`config.mk`:
```
export PLATFORM = sky130hd
export DESIGN_NAME = adcr_bank
export DESIGN_NICKNAME = d
export VERILOG_FILES = /design/src/rtl/adcr_pkg.sv /design/src/rtl/adcr_bank.sv
export SDC_FILE = /design/constraint.sdc
export NUM_CORES = 1
export LEC_CHECK = 0
export BUFFER_PORTS_ARGS = -buffer_cell sky130_fd_sc_hd__buf_4
export CORE_MARGIN = 2
export CORE_UTILIZATION = 55
export CTS_CLUSTER_SIZE = 25
export DETAILED_ROUTE_END_ITERATION = 8
export PLACE_DENSITY = 0.85
export RECOVER_POWER = 100
export SYNTH_ARGS = -nofsm -noshare
export SYNTH_HDL_FRONTEND = slang
export SYNTH_SLANG_ARGS = --single-unit
```
`constraint.sdc`:
```
create_clock -name hclk -period 3.3 [get_ports hclk]
set_input_delay 0.165 -clock hclk [delete_from_list [all_inputs] [get_ports hclk]]
set_output_delay 0.165 -clock hclk [all_outputs]
set_load 0.02 [all_outputs]
```
`src/rtl/adcr_pkg.sv`:
```
// adcr_pkg: register indices, field layouts, reset values and carrier types
// for the converter result register bank.
// assumes a 32-bit AHB-Lite bus; byte address of a register is four times its index.
`default_nettype none

package adcr_pkg;

    // register indices (byte address = 4 * index)
    localparam logic [5:0] IDX_DIVIDER   = 6'h04;
    localparam logic [5:0] IDX_FLAGS     = 6'h06;
    localparam logic [5:0] IDX_LATCH     = 6'h07;
    localparam logic [5:0] IDX_IRQ_MASK  = 6'h08;
    localparam logic [5:0] IDX_TRIM_LO   = 6'h0c;
    localparam logic [5:0] IDX_TRIM_HI   = 6'h0d;
    localparam logic [5:0] IDX_THR_LO    = 6'h18;
    localparam logic [5:0] IDX_THR_HI    = 6'h19;
    // channel n: low byte at IDX_RES_BASE + 2n, high byte one above
    localparam logic [5:0] IDX_RES_BASE  = 6'h20;
    localparam logic [5:0] IDX_RES_LAST  = 6'h27;

    localparam int unsigned NUM_CH       = 4;
    localparam int unsigned RES_W        = 12;

    // field layouts
    localparam int unsigned DIV_W        = 3;
    localparam int unsigned DIV_CNT_W    = 9;
    localparam logic [9:0]  DIV_BASE     = 10'h004;
    localparam int unsigned TRIM_HI_W    = 4;

    // reset values
    localparam logic [7:0]  RST_BYTE     = 8'h00;
    localparam logic [15:0] RST_THR      = 16'h0000;
    localparam logic [11:0] RST_TRIM     = 12'h000;
    localparam logic [2:0]  RST_DIV      = 3'h0;

    // result presentation, driven by the converter's control registers
    typedef enum logic [1:0] {
        ADCR_RES_12_RIGHT = 2'h0,
        ADCR_RES_RSVD     = 2'h1,
        ADCR_RES_8        = 2'h2,
        ADCR_RES_12_LEFT  = 2'h3
    } adcr_res_mode_t;

    // everything the converter core and interrupt controller hand to the bank
    typedef struct packed {
        logic [3:0]        done;        // conversion complete, one-cycle pulse per channel
        logic [3:0]        vector_ack;  // channel interrupt vector executed, pulse
        logic [3:0]        cmp_en;      // channel runs in compare mode
        logic [3:0]        cmp_above;   // 1: hit when result above threshold, 0: at or below
        logic [3:0]        diff;        // channel in differential operation
        logic              conv_signed; // signed conversion mode
        adcr_res_mode_t    res_mode;
        logic [3:0][11:0]  result;      // raw result, valid with done
    } adcr_conv_t;

endpackage

`default_nettype wire

```
`src/rtl/adcr_bank.sv`:
```
// adcr_bank: register bank of a four-channel converter controller: clock
// divider, completion/compare flags with interrupt, byte holding latch,
// trim word, compare threshold and formatted channel results.
// assumes one AHB-Lite master, synchronous converter status on conv_in, and
// that software loads the factory trim word itself.
//
// Behaviour
// converter clock enable every 4,8,...,512 bus clocks per 3-bit code
// a channel's flag in bits 3:0 sets when its conversion finishes
// in compare mode the flag sets only when the compare condition holds
// a channel's flag clears when its interrupt vector executes
// writing one to a flag clears it; zero leaves it alone
// reading a low byte of a 16-bit pair copies its high byte to latch
// the holding latch is an ordinary read/write register too
// 12-bit trim word: low byte bits 7:0, high byte bits 3:0 hold 11:8
// software copies factory trim into the trim registers; hardware never does
// left-adjusted 12-bit: high byte bits 11:4, low byte 3:0 then zeros
// right-adjusted 12-bit: high byte bits 11:8, low byte bits 7:0
// right-adjusted high nibble is sign in differential use, else zero
// 8-bit: low byte result, high byte sign-filled when signed, else zero
// 16-bit threshold, high byte msbs, two's complement when signed
// threshold low register holds the eight low threshold bits
// threshold low write parks in latch; high write updates both bytes
// reserved flag and trim-high bits read zero, writes ignored
//
// The AHB-Lite slave port was chosen for this implementation.
`default_nettype none

module adcr_bank (
    input  wire logic               hclk,
    input  wire logic               hresetn,
    input  wire logic               hsel,
    input  wire logic [31:0]        haddr,
    input  wire logic [1:0]         htrans,
    input  wire logic               hwrite,
    input  wire logic [2:0]         hsize,
    input  wire logic [31:0]        hwdata,
    input  wire logic               hready,
    output logic                    hreadyout,
    output logic                    hresp,
    output logic [31:0]             hrdata,
    input  wire adcr_pkg::adcr_conv_t conv_in,
    output logic                    adc_clk_en,
    output logic                    irq
);

    typedef enum logic [1:0] {
        ADCR_BUS_IDLE,
        ADCR_BUS_WRITE,
        ADCR_BUS_READ_WAIT,
        ADCR_BUS_READ_DONE
    } adcr_bus_t;

    typedef struct packed {
        adcr_bus_t        phase;
        logic [5:0]       idx;
        logic [8:0]       div_cnt;
        logic [2:0]       div_code;
        logic             clk_en;
        logic [3:0]       flags;
        logic [3:0]       mask;
        logic [7:0]       latch;
        logic [11:0]      trim;
        logic [15:0]      thr;
        logic [3:0][11:0] res;
        logic [31:0]      rdata;
    } adcr_state_t;

    // every field resets to a constant, so the async branch holds no logic
    localparam adcr_state_t RST_STATE = '{
        phase:    ADCR_BUS_IDLE,
        idx:      6'h00,
        div_cnt:  9'h000,
        div_code: adcr_pkg::RST_DIV,
        clk_en:   1'b0,
        flags:    4'h0,
        mask:     4'h0,
        latch:    adcr_pkg::RST_BYTE,
        trim:     adcr_pkg::RST_TRIM,
        thr:      adcr_pkg::RST_THR,
        res:      '0,
        rdata:    32'h0000_0000
    };

    adcr_state_t s;
    adcr_state_t n;

    // terminal count of the divider for a given code
    function automatic logic [8:0] div_limit(input logic [2:0] code);
        logic [9:0] f;
        f = (adcr_pkg::DIV_BASE << code) - 10'h001;
        return f[8:0];
    endfunction

    // present a raw result as {high byte, low byte}
    function automatic logic [15:0] fmt_result(
        input logic [11:0]              raw,
        input adcr_pkg::adcr_res_mode_t mode,
        input logic                     sext
    );
        logic [15:0] v;
        v = 16'h0000;
        case (mode)
            // left adjusted
            adcr_pkg::ADCR_RES_12_LEFT:
                v = {raw[11:4], raw[3:0], 4'h0};
            // 8-bit sign fill
            adcr_pkg::ADCR_RES_8:
                v = {(sext ? {8{raw[7]}} : 8'h00), raw[7:0]};
            // right adjusted
            default:
                // sign nibble
                v = {(sext ? {4{raw[11]}} : 4'h0), raw};
        endcase
        return v;
    endfunction

    // compare a fresh result against the threshold
    function automatic logic cmp_hit(
        input logic [15:0] val,
        input logic [15:0] thr,
        input logic        signed_mode,
        input logic        above
    );
        logic gt;
        // two's complement threshold
        gt = signed_mode ? ($signed(val) > $signed(thr)) : (val > thr);
        return above ? gt : !gt;
    endfunction

    // channel number of a result register index
    function automatic logic [1:0] res_chan(input logic [5:0] idx);
        logic [5:0] off;
        off = idx - adcr_pkg::IDX_RES_BASE;
        return off[2:1];
    endfunction

    function automatic logic is_res(input logic [5:0] idx);
        return (idx >= adcr_pkg::IDX_RES_BASE) && (idx <= adcr_pkg::IDX_RES_LAST);
    endfunction

    logic [3:0]  set_flags;
    logic [3:0]  clr_flags;
    logic        acc;
    logic [15:0] shown;
    logic [15:0] cmp_val;
    logic        disp_sext;
    logic [1:0]  rd_ch;

    always_comb
    begin
        n         = s;
        n.clk_en  = 1'b0;
        set_flags = 4'h0;
        clr_flags = 4'h0;
        shown     = 16'h0000;
        cmp_val   = 16'h0000;
        disp_sext = 1'b0;
        rd_ch     = 2'h0;
        // hsize is not decoded: every register is one aligned word
        acc       = hsel && htrans[1] && hready;

        // converter clock divider
        // >= rather than ==: a code lowered below the running count fires next
        // cycle instead of wrapping through all 512 states
        if (s.div_cnt >= div_limit(s.div_code))
        begin
            n.div_cnt = 9'h000;
            n.clk_en  = 1'b1;
        end
        else
        begin
            n.div_cnt = s.div_cnt + 9'h001;
        end

        for (int ch = 0; ch < adcr_pkg::NUM_CH; ch++)
        begin
            if (conv_in.done[ch])
            begin
                n.res[ch] = conv_in.result[ch];
                // compare always on the right-aligned value, never the left layout
                cmp_val = fmt_result(conv_in.result[ch],
                    (conv_in.res_mode == adcr_pkg::ADCR_RES_8) ?
                        adcr_pkg::ADCR_RES_8 : adcr_pkg::ADCR_RES_12_RIGHT,
                    conv_in.conv_signed);
                // completion sets flag
                // compare mode gating
                set_flags[ch] = !conv_in.cmp_en[ch] ||
                    cmp_hit(cmp_val, s.thr, conv_in.conv_signed, conv_in.cmp_above[ch]);
            end
        end

        // vector execution clears
        clr_flags = conv_in.vector_ack;

        // data phase of the accepted transfer
        case (s.phase)
            ADCR_BUS_WRITE:
            begin
                if (s.idx == adcr_pkg::IDX_DIVIDER)
                begin
                    n.div_code = hwdata[adcr_pkg::DIV_W-1:0];
                end
                else if (s.idx == adcr_pkg::IDX_FLAGS)
                begin
                    // write one to clear
                    clr_flags = clr_flags | hwdata[3:0];
                end
                else if (s.idx == adcr_pkg::IDX_LATCH)
                begin
                    // latch written directly
                    n.latch = hwdata[7:0];
                end
                else if (s.idx == adcr_pkg::IDX_IRQ_MASK)
                begin
                    n.mask = hwdata[3:0];
                end
                else if (s.idx == adcr_pkg::IDX_TRIM_LO)
                begin
                    // trim low byte
                    n.trim[7:0] = hwdata[7:0];
                end
                else if (s.idx == adcr_pkg::IDX_TRIM_HI)
                begin
                    // upper nibble dropped
                    n.trim[11:8] = hwdata[adcr_pkg::TRIM_HI_W-1:0];
                end
                else if (s.idx == adcr_pkg::IDX_THR_LO)
                begin
                    // low byte parked
                    n.latch = hwdata[7:0];
                end
                else if (s.idx == adcr_pkg::IDX_THR_HI)
                begin
                    // both bytes together
                    // a high write with no low write first commits whatever the latch holds
                    n.thr = {hwdata[7:0], s.latch};
                end
            end
            ADCR_BUS_READ_WAIT:
            begin
                n.phase = ADCR_BUS_READ_DONE;
                // unmapped indices fall through every branch and read zero
                n.rdata = 32'h0000_0000;
                if (s.idx == adcr_pkg::IDX_DIVIDER)
                begin
                    n.rdata[adcr_pkg::DIV_W-1:0] = s.div_code;
                end
                else if (s.idx == adcr_pkg::IDX_FLAGS)
                begin
                    // reserved bits zero
                    n.rdata[3:0] = s.flags;
                end
                else if (s.idx == adcr_pkg::IDX_LATCH)
                begin
                    // latch readable
                    n.rdata[7:0] = s.latch;
                end
                else if (s.idx == adcr_pkg::IDX_IRQ_MASK)
                begin
                    n.rdata[3:0] = s.mask;
                end
                else if (s.idx == adcr_pkg::IDX_TRIM_LO)
                begin
                    n.rdata[7:0] = s.trim[7:0];
                end
                else if (s.idx == adcr_pkg::IDX_TRIM_HI)
                begin
                    // trim high nibble
                    n.rdata[adcr_pkg::TRIM_HI_W-1:0] = s.trim[11:8];
                end
                else if (s.idx == adcr_pkg::IDX_THR_LO)
                begin
                    // threshold low byte
                    n.rdata[7:0] = s.thr[7:0];
                    // high byte to latch
                    n.latch = s.thr[15:8];
                end
                else if (s.idx == adcr_pkg::IDX_THR_HI)
                begin
                    // high half of a pair reads the latch, so a low-then-high
                    // sequence sees one consistent snapshot
                    n.rdata[7:0] = s.latch;
                end
                else if (is_res(s.idx))
                begin
                    rd_ch     = res_chan(s.idx);
                    disp_sext = (conv_in.res_mode == adcr_pkg::ADCR_RES_8) ?
                        conv_in.conv_signed : conv_in.diff[rd_ch];
                    shown = fmt_result(s.res[rd_ch], conv_in.res_mode, disp_sext);
                    if (s.idx[0] == 1'b0)
                    begin
                        n.rdata[7:0] = shown[7:0];
                        // high byte to latch
                        n.latch = shown[15:8];
                    end
                    else
                    begin
                        n.rdata[7:0] = s.latch;
                    end
                end
            end
            // idle or read done: no data phase side effects
            default:
            begin
            end
        endcase

        // set wins over any clear in the same cycle
        n.flags = (s.flags & ~clr_flags) | set_flags;

        if (s.phase != ADCR_BUS_READ_WAIT)
        begin
            if (acc)
            begin
                n.idx   = haddr[7:2];
                n.phase = hwrite ? ADCR_BUS_WRITE : ADCR_BUS_READ_WAIT;
            end
            else
            begin
                n.phase = ADCR_BUS_IDLE;
            end
        end
    end

    always_ff @(posedge hclk or negedge hresetn)
    begin
        if (!hresetn)
        begin
            s <= RST_STATE;
        end
        else
        begin
            s <= n;
        end
    end

    // one wait state on reads gives the read side effects a registered source
    assign hreadyout  = (s.phase != ADCR_BUS_READ_WAIT);
    assign hresp      = 1'b0;
    assign hrdata     = s.rdata;
    assign adc_clk_en = s.clk_en;
    // level output: drops in the same cycle as the last unmasked flag or mask bit clears
    assign irq        = |(s.flags & s.mask);

endmodule

`default_nettype wire

```
==> results.tsv, run 1 <==
stage	metric	value	unit
global_route	largest net degree at the start of global routing	54	
pwr	Peak supply drop	407	µV
worst_hold_path	hold path start	conv_in[45]	
worst_setup_path	Crit Reg-Reg Startpoint	s[138]	
timing	Fmax	0.333	GHz
route	DRC viols	0	
timing	RSZ-0062 raised after global routing	no	
flow_run	# Max-Cap Violations	0	
cts	CTS Buf Count	17	
global_route	All-Layer GR Usage	30.0	%
worst_setup_path	FF-to-FF setup slack	0.40	ns
cts	clock-pin slew on the worst setup and hold paths	0.06	ns
yosys	Main synth FF type	dfrtp_1	
cts	clk buf depth	2	
pwr	Power Density	682	nW/µm²
yosys	Synth Warn #	0	
worst_setup_path	crit path max fanout	5	
yosys	syn_area_per_cell	9.90	µm²
floorplan	Initial Util	55.7	%
floorplan	I/O pin total	181	
worst_setup_path	Worst Path Class, Setup	primary input to flop	
timing	clock skew	0.00869	ns
placed_design	Placed Cells	1069	
yosys	Synth Cell Area	8010	µm²
yosys	synth unique cells	60	
timing	Final TNS setup	0	ns
final_layout	fillers	1108	
yosys	Post-Syn Instances	809	
floorplan	Die Height	125	µm
global_route	global route overflow	0	
floorplan	core box area	14400	µm²
timing	Final setup viols	0	
outcome	status	finished, final reports clean	
route	1st-iter DRT viols	590	
placed_design	Port Buf Inserts	101	
timing	Final period util	91.1	%
route	antenna viol nets, final	0	
final_layout	commonest non-fill, non-tap cell in the layout	dfrtp_1	
worst_hold_path	hold crit path type	primary input to flop	
route	Via-to-Cell Ratio	6.08	
cts	clk sink count	121	
yosys	number of synthesized flops with an enable pin	0	
yosys	#FFs+latches synth	121	
timing	Tightest Pin Transition	1.34	ns
floorplan	die footprint	15500	µm²
cts	H-tree depth	4	
floorplan	Site Rows	44	
placed_design	routability cong.	0.921	
final_layout	Register Area	3030	µm²
final_layout	ant diodes	0	
yosys	asr flop ratio synth	100	%
yosys	Seq/Total Area, Yosys	37.8	%
global_route	initial antenna violation count	0	
cts	Root Buffer	clkbuf_16	
worst_setup_path	reg2reg path depth	7	
worst_setup_path	CP arrival	3.36	ns
worst_setup_path	crit path launch type	primary input	
timing	fin. max-slew vios	0	
final_layout	nets@finish	1174	
global_route	first-pass GRT wire length	36500	µm
final_layout	most frequent cells in the layout	121 x dfrtp_1, 105 x nand2_1, 73 x mux2_2, 73 x ha_1, 63 x buf_4	
final_layout	area of the multi-input gates	4540	µm²
pwr	LEAKAGE	4.45	nW
timing	Final Hold Vio Count	0	
route	routed length per instance	19.8	µm
global_route	vias in the first global route	7183	
timing	post-layout min period	3.01	ns
worst_hold_path	WHS Endpoint	s[77]	
cts	CTS tree	yes	
final_layout	Layout Area Growth over Synthesis	21.3	%
worst_setup_path	capture point of the worst reg-to-reg path	hrdata[0]	
worst_setup_path	start point of the critical path	conv_in[11]	
worst_setup_path	crit end category	flop	
route	Initial DRT Pass Iterations	8	
route	via count	7009	
final_layout	fin cells	1153	
floorplan	DIE WIDTH	125	µm
timing	slew margin rel.	11.0	%
worst_setup_path	Req. time, crit path	3.65	ns
worst_hold_path	hold path depth	2	
route	Detailed Route WL	22800	µm
final_layout	fraction of layout cells with a size suffix above 1	19.7	%
cts	Clk Latency, worst-skew pair	0.43	ns
placed_design	HPWL after DPL	15800	µm
## critical path, stage by stage
cell and delay (ns):
dlygate4sd3_1 0.52, clkbuf_1 0.16, nand2_1 0.11, a21oi_1 0.39, ha_1 0.27, nand4_1 0.13, or4_1 0.58, a21oi_1 0.16
nor3_1 0.07, nor3_1 0.30, mux2_2 0.38, nor2_1 0.11
## routing by layer
layer / vias to the layer above / track usage (%) / part of all wire (%)
li1: 3172 / - / -
met1: 3412 / 36.2 / 38
met2: 343 / 50.9 / 50
met3: 82 / 6.92 / 7.3
met4: 0 / 14.5 / 4.2
met5: - / 0 / 0
## power by group
part,internal [W],switching (W)
registers,0.00189,0.000399
logic,0.00108,0.00146
clock network,0.00113,0.000668
total,0.00410,0.00253
## logic make-up (layout without fill, tap and decap cells)
| kind of cell | after synthesis | in the layout | synth area share [%] |
|---|---|---|---|
| simple gates | 244 | 244 | 15.0 |
| compound gates | 168 | 168 | 13.1 |
| flops | 121 | 121 | 37.8 |
| buf+inv | 99 | 235 | 6.58 |
| mux | 91 | 91 | 14.7 |
| fa+ha+maj | 73 | 73 | 11.4 |
| xor+xnor | 12 | 12 | 1.31 |
| other cells | 1 | 25 | 0.0468 |
## final cells by class
cell class / instances / area share [%]
tap: 184 / 2.37
sequential: 121 / 31.2
clock inverter: 7 / 0.670
clock buffer: 25 / 5.20
inverter: 35 / 1.35
timing repair buffer: 168 / 12.5
multi-input combinational: 613 / 46.7
## through the flow
stage	hold WS (ns)	power [W]	utilization [%]	area [µm²]	worst slack [ns]
floorplan	-0.131	0.00403	-	8100	0.373
global placement	0.234	0.00465	61.3	8800	0.219
detailed placement	0.244	0.00479	61.3	8800	0.100
CTS	0.00130	0.00665	68.7	9880	0.420
global route	0.000361	0.00703	67.6	9710	0.143
finish	0.0192	0.00663	67.6	9710	0.293
## how the worst max path moves through the flow
stage / end / slack [ns] / cells past startpoint
detailed placement: s[120] / 0.10 / 12
floorplan: s[120] / 0.37 / 12
CTS: s[134] / 0.42 / 9
finish: s[120] / 0.29 / 12
global route: s[112] / 0.14 / 7
global placement: s[120] / 0.22 / 12
## registers in the layout, indices dropped and copies added, names as in the netlist
signal / cells
adc_clk_en: 1
hrdata: 8
s: 112
## cells in the mapped netlist (all sizes together), types with 5 or more instances
cell type,n,area [µm²]
a211oi,5,37.5
a21o,6,45.0
a21oi,55,275
a222oi,7,70.1
a22oi,10,75.1
a31oi,6,37.5
and2,6,37.5
buf,47,332
clkbuf,17,63.8
dfrtp,121,3030
ha,73,913
inv,35,131
mux2,74,833
mux4,13,308
nand2,106,400
nand2b,13,81.3
nand3,16,90.1
nand3b,5,53.8
nand4,15,93.8
nor2,38,150
nor2b,12,75.1
nor3,10,50.1
o211ai,10,75.1
o21a,5,37.5
o21ai,43,215
o22ai,6,37.5
or3,7,48.8
xor2,8,70.1
## repair_timing
item | CTS | global route
hold endpoints to repair | 101 | 2
setup buffers | 0 | 0
resized for setup | 0 | 0
hold buffers | 50 | 2
Power figures use the tool's default switching activity.
==> run 2: changes to the inputs <==
--- a/config.mk
+++ b/config.mk
@@ -7,10 +7,10 @@
 export LEC_CHECK = 0
 export BUFFER_PORTS_ARGS = -buffer_cell sky130_fd_sc_hd__buf_4
 export CORE_MARGIN = 2
-export CORE_UTILIZATION = 55
+export CORE_UTILIZATION = 60
 export CTS_CLUSTER_SIZE = 25
 export DETAILED_ROUTE_END_ITERATION = 8
-export PLACE_DENSITY = 0.85
+export PLACE_DENSITY = 0.91
 export RECOVER_POWER = 100
 export SYNTH_ARGS = -nofsm -noshare
 export SYNTH_HDL_FRONTEND = slang
==> constraint.sdc (replaced) <==
create_clock -name hclk -period 3.48 [get_ports hclk]
set_input_delay 0.174 -clock hclk [delete_from_list [all_inputs] [get_ports hclk]]
set_output_delay 0.174 -clock hclk [all_outputs]
set_load 0.02 [all_outputs]
==> run 2 against run 1 <==
  * Via count shrank 0.70%
  * Global-route usage is 2.0 points higher
  * Setup slack better by 0.035 ns
  * Sequential power shrank 4%
  * Utilization rose by 4.4 points
  * Routed wire length is 1.8% lower
  * Clock-buffer cell count is 1 lower
  * Sequential cell count unchanged
  * First-iteration DRC count rose by 34%
  * Register-to-register slack lost 0.04 ns
  * Power down 5.2%
  * Design area decreased by 2.6%
  * Critical path type unchanged
  * Critical endpoint is now s[123]
  * Largest cell class unchanged
==> results.tsv, run 2 (synthesis results as in run 1) <==
stage	metric	value	unit
outcome	status	finished, final reports clean	
final_layout	fraction of layout cells with a size suffix above 1	22.5	%
timing	Fmax	0.317	GHz
cts	clock-pin slew on the worst setup and hold paths	0.05	ns
floorplan	Initial Util	61.0	%
route	1st-iter DRT viols	793	
route	routed length per instance	20.1	µm
flow_run	# Max-Cap Violations	0	
final_layout	commonest non-fill, non-tap cell in the layout	dfrtp_1	
global_route	vias in the first global route	6898	
route	met3 WL	1810	µm
timing	Final setup viols	0	
worst_setup_path	Worst Path Class, Setup	primary input to flop	
floorplan	I/O pin total	181	
final_layout	fillers	923	
final_layout	max reg flops	112	
timing	slew margin rel.	12.4	%
worst_setup_path	CP arrival	3.46	ns
timing	Tightest Pin Transition	1.31	ns
timing	Final Hold Vio Count	0	
cts	H-tree depth	4	
worst_setup_path	crit path launch type	primary input	
final_layout	nets@finish	1140	
final_layout	ant diodes	0	
cts	Clk Latency, worst-skew pair	0.43	ns
floorplan	DIE WIDTH	120	µm
timing	post-layout min period	3.15	ns
route	met2 wire length	10900	µm
cts	Root Buffer	clkbuf_16	
timing	Final period util	90.6	%
floorplan	Site Rows	42	
floorplan	die footprint	14300	µm²
floorplan	core box area	13100	µm²
route	antenna viol nets, final	0	
cts	clk sink count	121	
route	Highest Signal Layer	met4	
final_layout	largest register by flop count	s	
placed_design	Placed Cells	1056	
route	Initial DRT Pass Iterations	7	
global_route	global route overflow	0	
worst_hold_path	hold crit path type	primary input to flop	
floorplan	Die Height	120	µm
global_route	initial antenna violation count	0	
route	Via-to-Cell Ratio	6.26	
pwr	Peak supply drop	455	µV
final_layout	Layout Utilization	72.0	%
route	DRC viols	0	
worst_setup_path	crit path max fanout	13	
final_layout	Layout Area Growth over Synthesis	18.1	%
cts	CTS tree	yes	
global_route	largest net degree at the start of global routing	53	
final_layout	Register Area	3030	µm²
placed_design	HPWL after DPL	16100	µm
global_route	All-Layer GR Usage	32.1	%
final_layout	fin cells	1111	
worst_setup_path	crit end category	flop	
cts	postcts setup bufs	0	
cts	CTS Buf Count	17	
route	Detailed Route WL	22400	µm
final_layout	most frequent cells in the layout	121 x dfrtp_1, 106 x nand2_1, 80 x buf_4	
timing	RSZ-0062 raised after global routing	no	
pwr	Power Density	664	nW/µm²
pwr	LEAKAGE	4.38	nW
worst_setup_path	Req. time, crit path	3.79	ns
route	Metal-1 WL	8720	µm
global_route	first-pass GRT wire length	35300	µm
placed_design	routability cong.	0.949	
final_layout	area of the multi-input gates	4530	µm²
timing	fin. max-slew vios	0	
cts	clk buf depth	2	
timing	Final TNS setup	0	ns
pwr	total power draw	0.00628	W
timing	clock skew	0.00767	ns
placed_design	Port Buf Inserts	101	
route	via count	6960	
==> run 2: cell count changes in the layout (fill, tap and decap cells not counted), moves of 2 or more <==
cell           delta
clkbuf_8          -3
dlygate4sd3_1    -29
clkbuf_4          +4
o21ai_0           +2
buf_4            +17
o21ai_1           -2
clkbuf_1         -24
==> run 2: timing repair <==
item | in CTS | in global routing
hold buffers | 19 | 4
hold endpoints to repair | 68 | 4
resized for setup | 0 | 0
==> run 2: area by class of cell <==
cell class	count	share of cell area [%]
clock buffers	24	4.99
clock inverters	8	1.01
inverters	35	1.39
multi-input cells	613	47.9
flip-flops and latches	121	32.0
well taps	176	2.33
repair buffers	134	10.4
==> run 2: critical path: stages <==
cell	delay, ns
buf_4	0.15
nor2b_1	0.40
nand3_1	0.30
a21oi_1	0.54
ha_1	0.40
nand4_1	0.14
or3_1	0.18
o22ai_1	0.10
nor4_1	0.43
xnor2_1	0.15
or3_1	0.35
nor3b_1	0.14
==> run 2: layer usage <==
layer | up-vias | global-route usage [%]
li1 | 3103 | -
met1 | 3396 | 39.6
met2 | 374 | 53.5
met3 | 87 | 7.27
met4 | 0 | 15.3
met5 | - | 0
==> run 2: power breakdown <==
part	leakage [nW]	switching, W	total, W	internal, W
Combinational	2.65	0.00137	0.00237	0.00100
Sequential	1.46	0.000413	0.00220	0.00179
Clock	0.274	0.000627	0.00171	0.00108
==> run 2: path summary, 6_finish.rpt <==
kind                             startpoint         to  slack, ns  cells after the start
worst max-delay path            conv_in[49]     s[123]       0.33                     12
worst min-delay path            conv_in[12]      s[44]      0.004                      2
worst max register to register       s[138]     s[114]       0.36                      7
worst min register to register    hrdata[4]  hrdata[4]       0.48                      2
max in group asynchronous           hresetn     s[137]       1.38                      3
min in group asynchronous           hresetn      s[44]       0.56                      2
==> run 2: metrics by stage <==
step | hold slack, ns | instance area [µm²] | worst slack (ns)
CTS | 0.000166 | 9510 | 0.548
global route | 0.00614 | 9460 | 0.174
floorplan | -0.122 | 8100 | 0.544
detailed placement | 0.242 | 8760 | 0.149
finish | 0.00434 | 9460 | 0.327
global placement | 0.237 | 8760 | 0.299
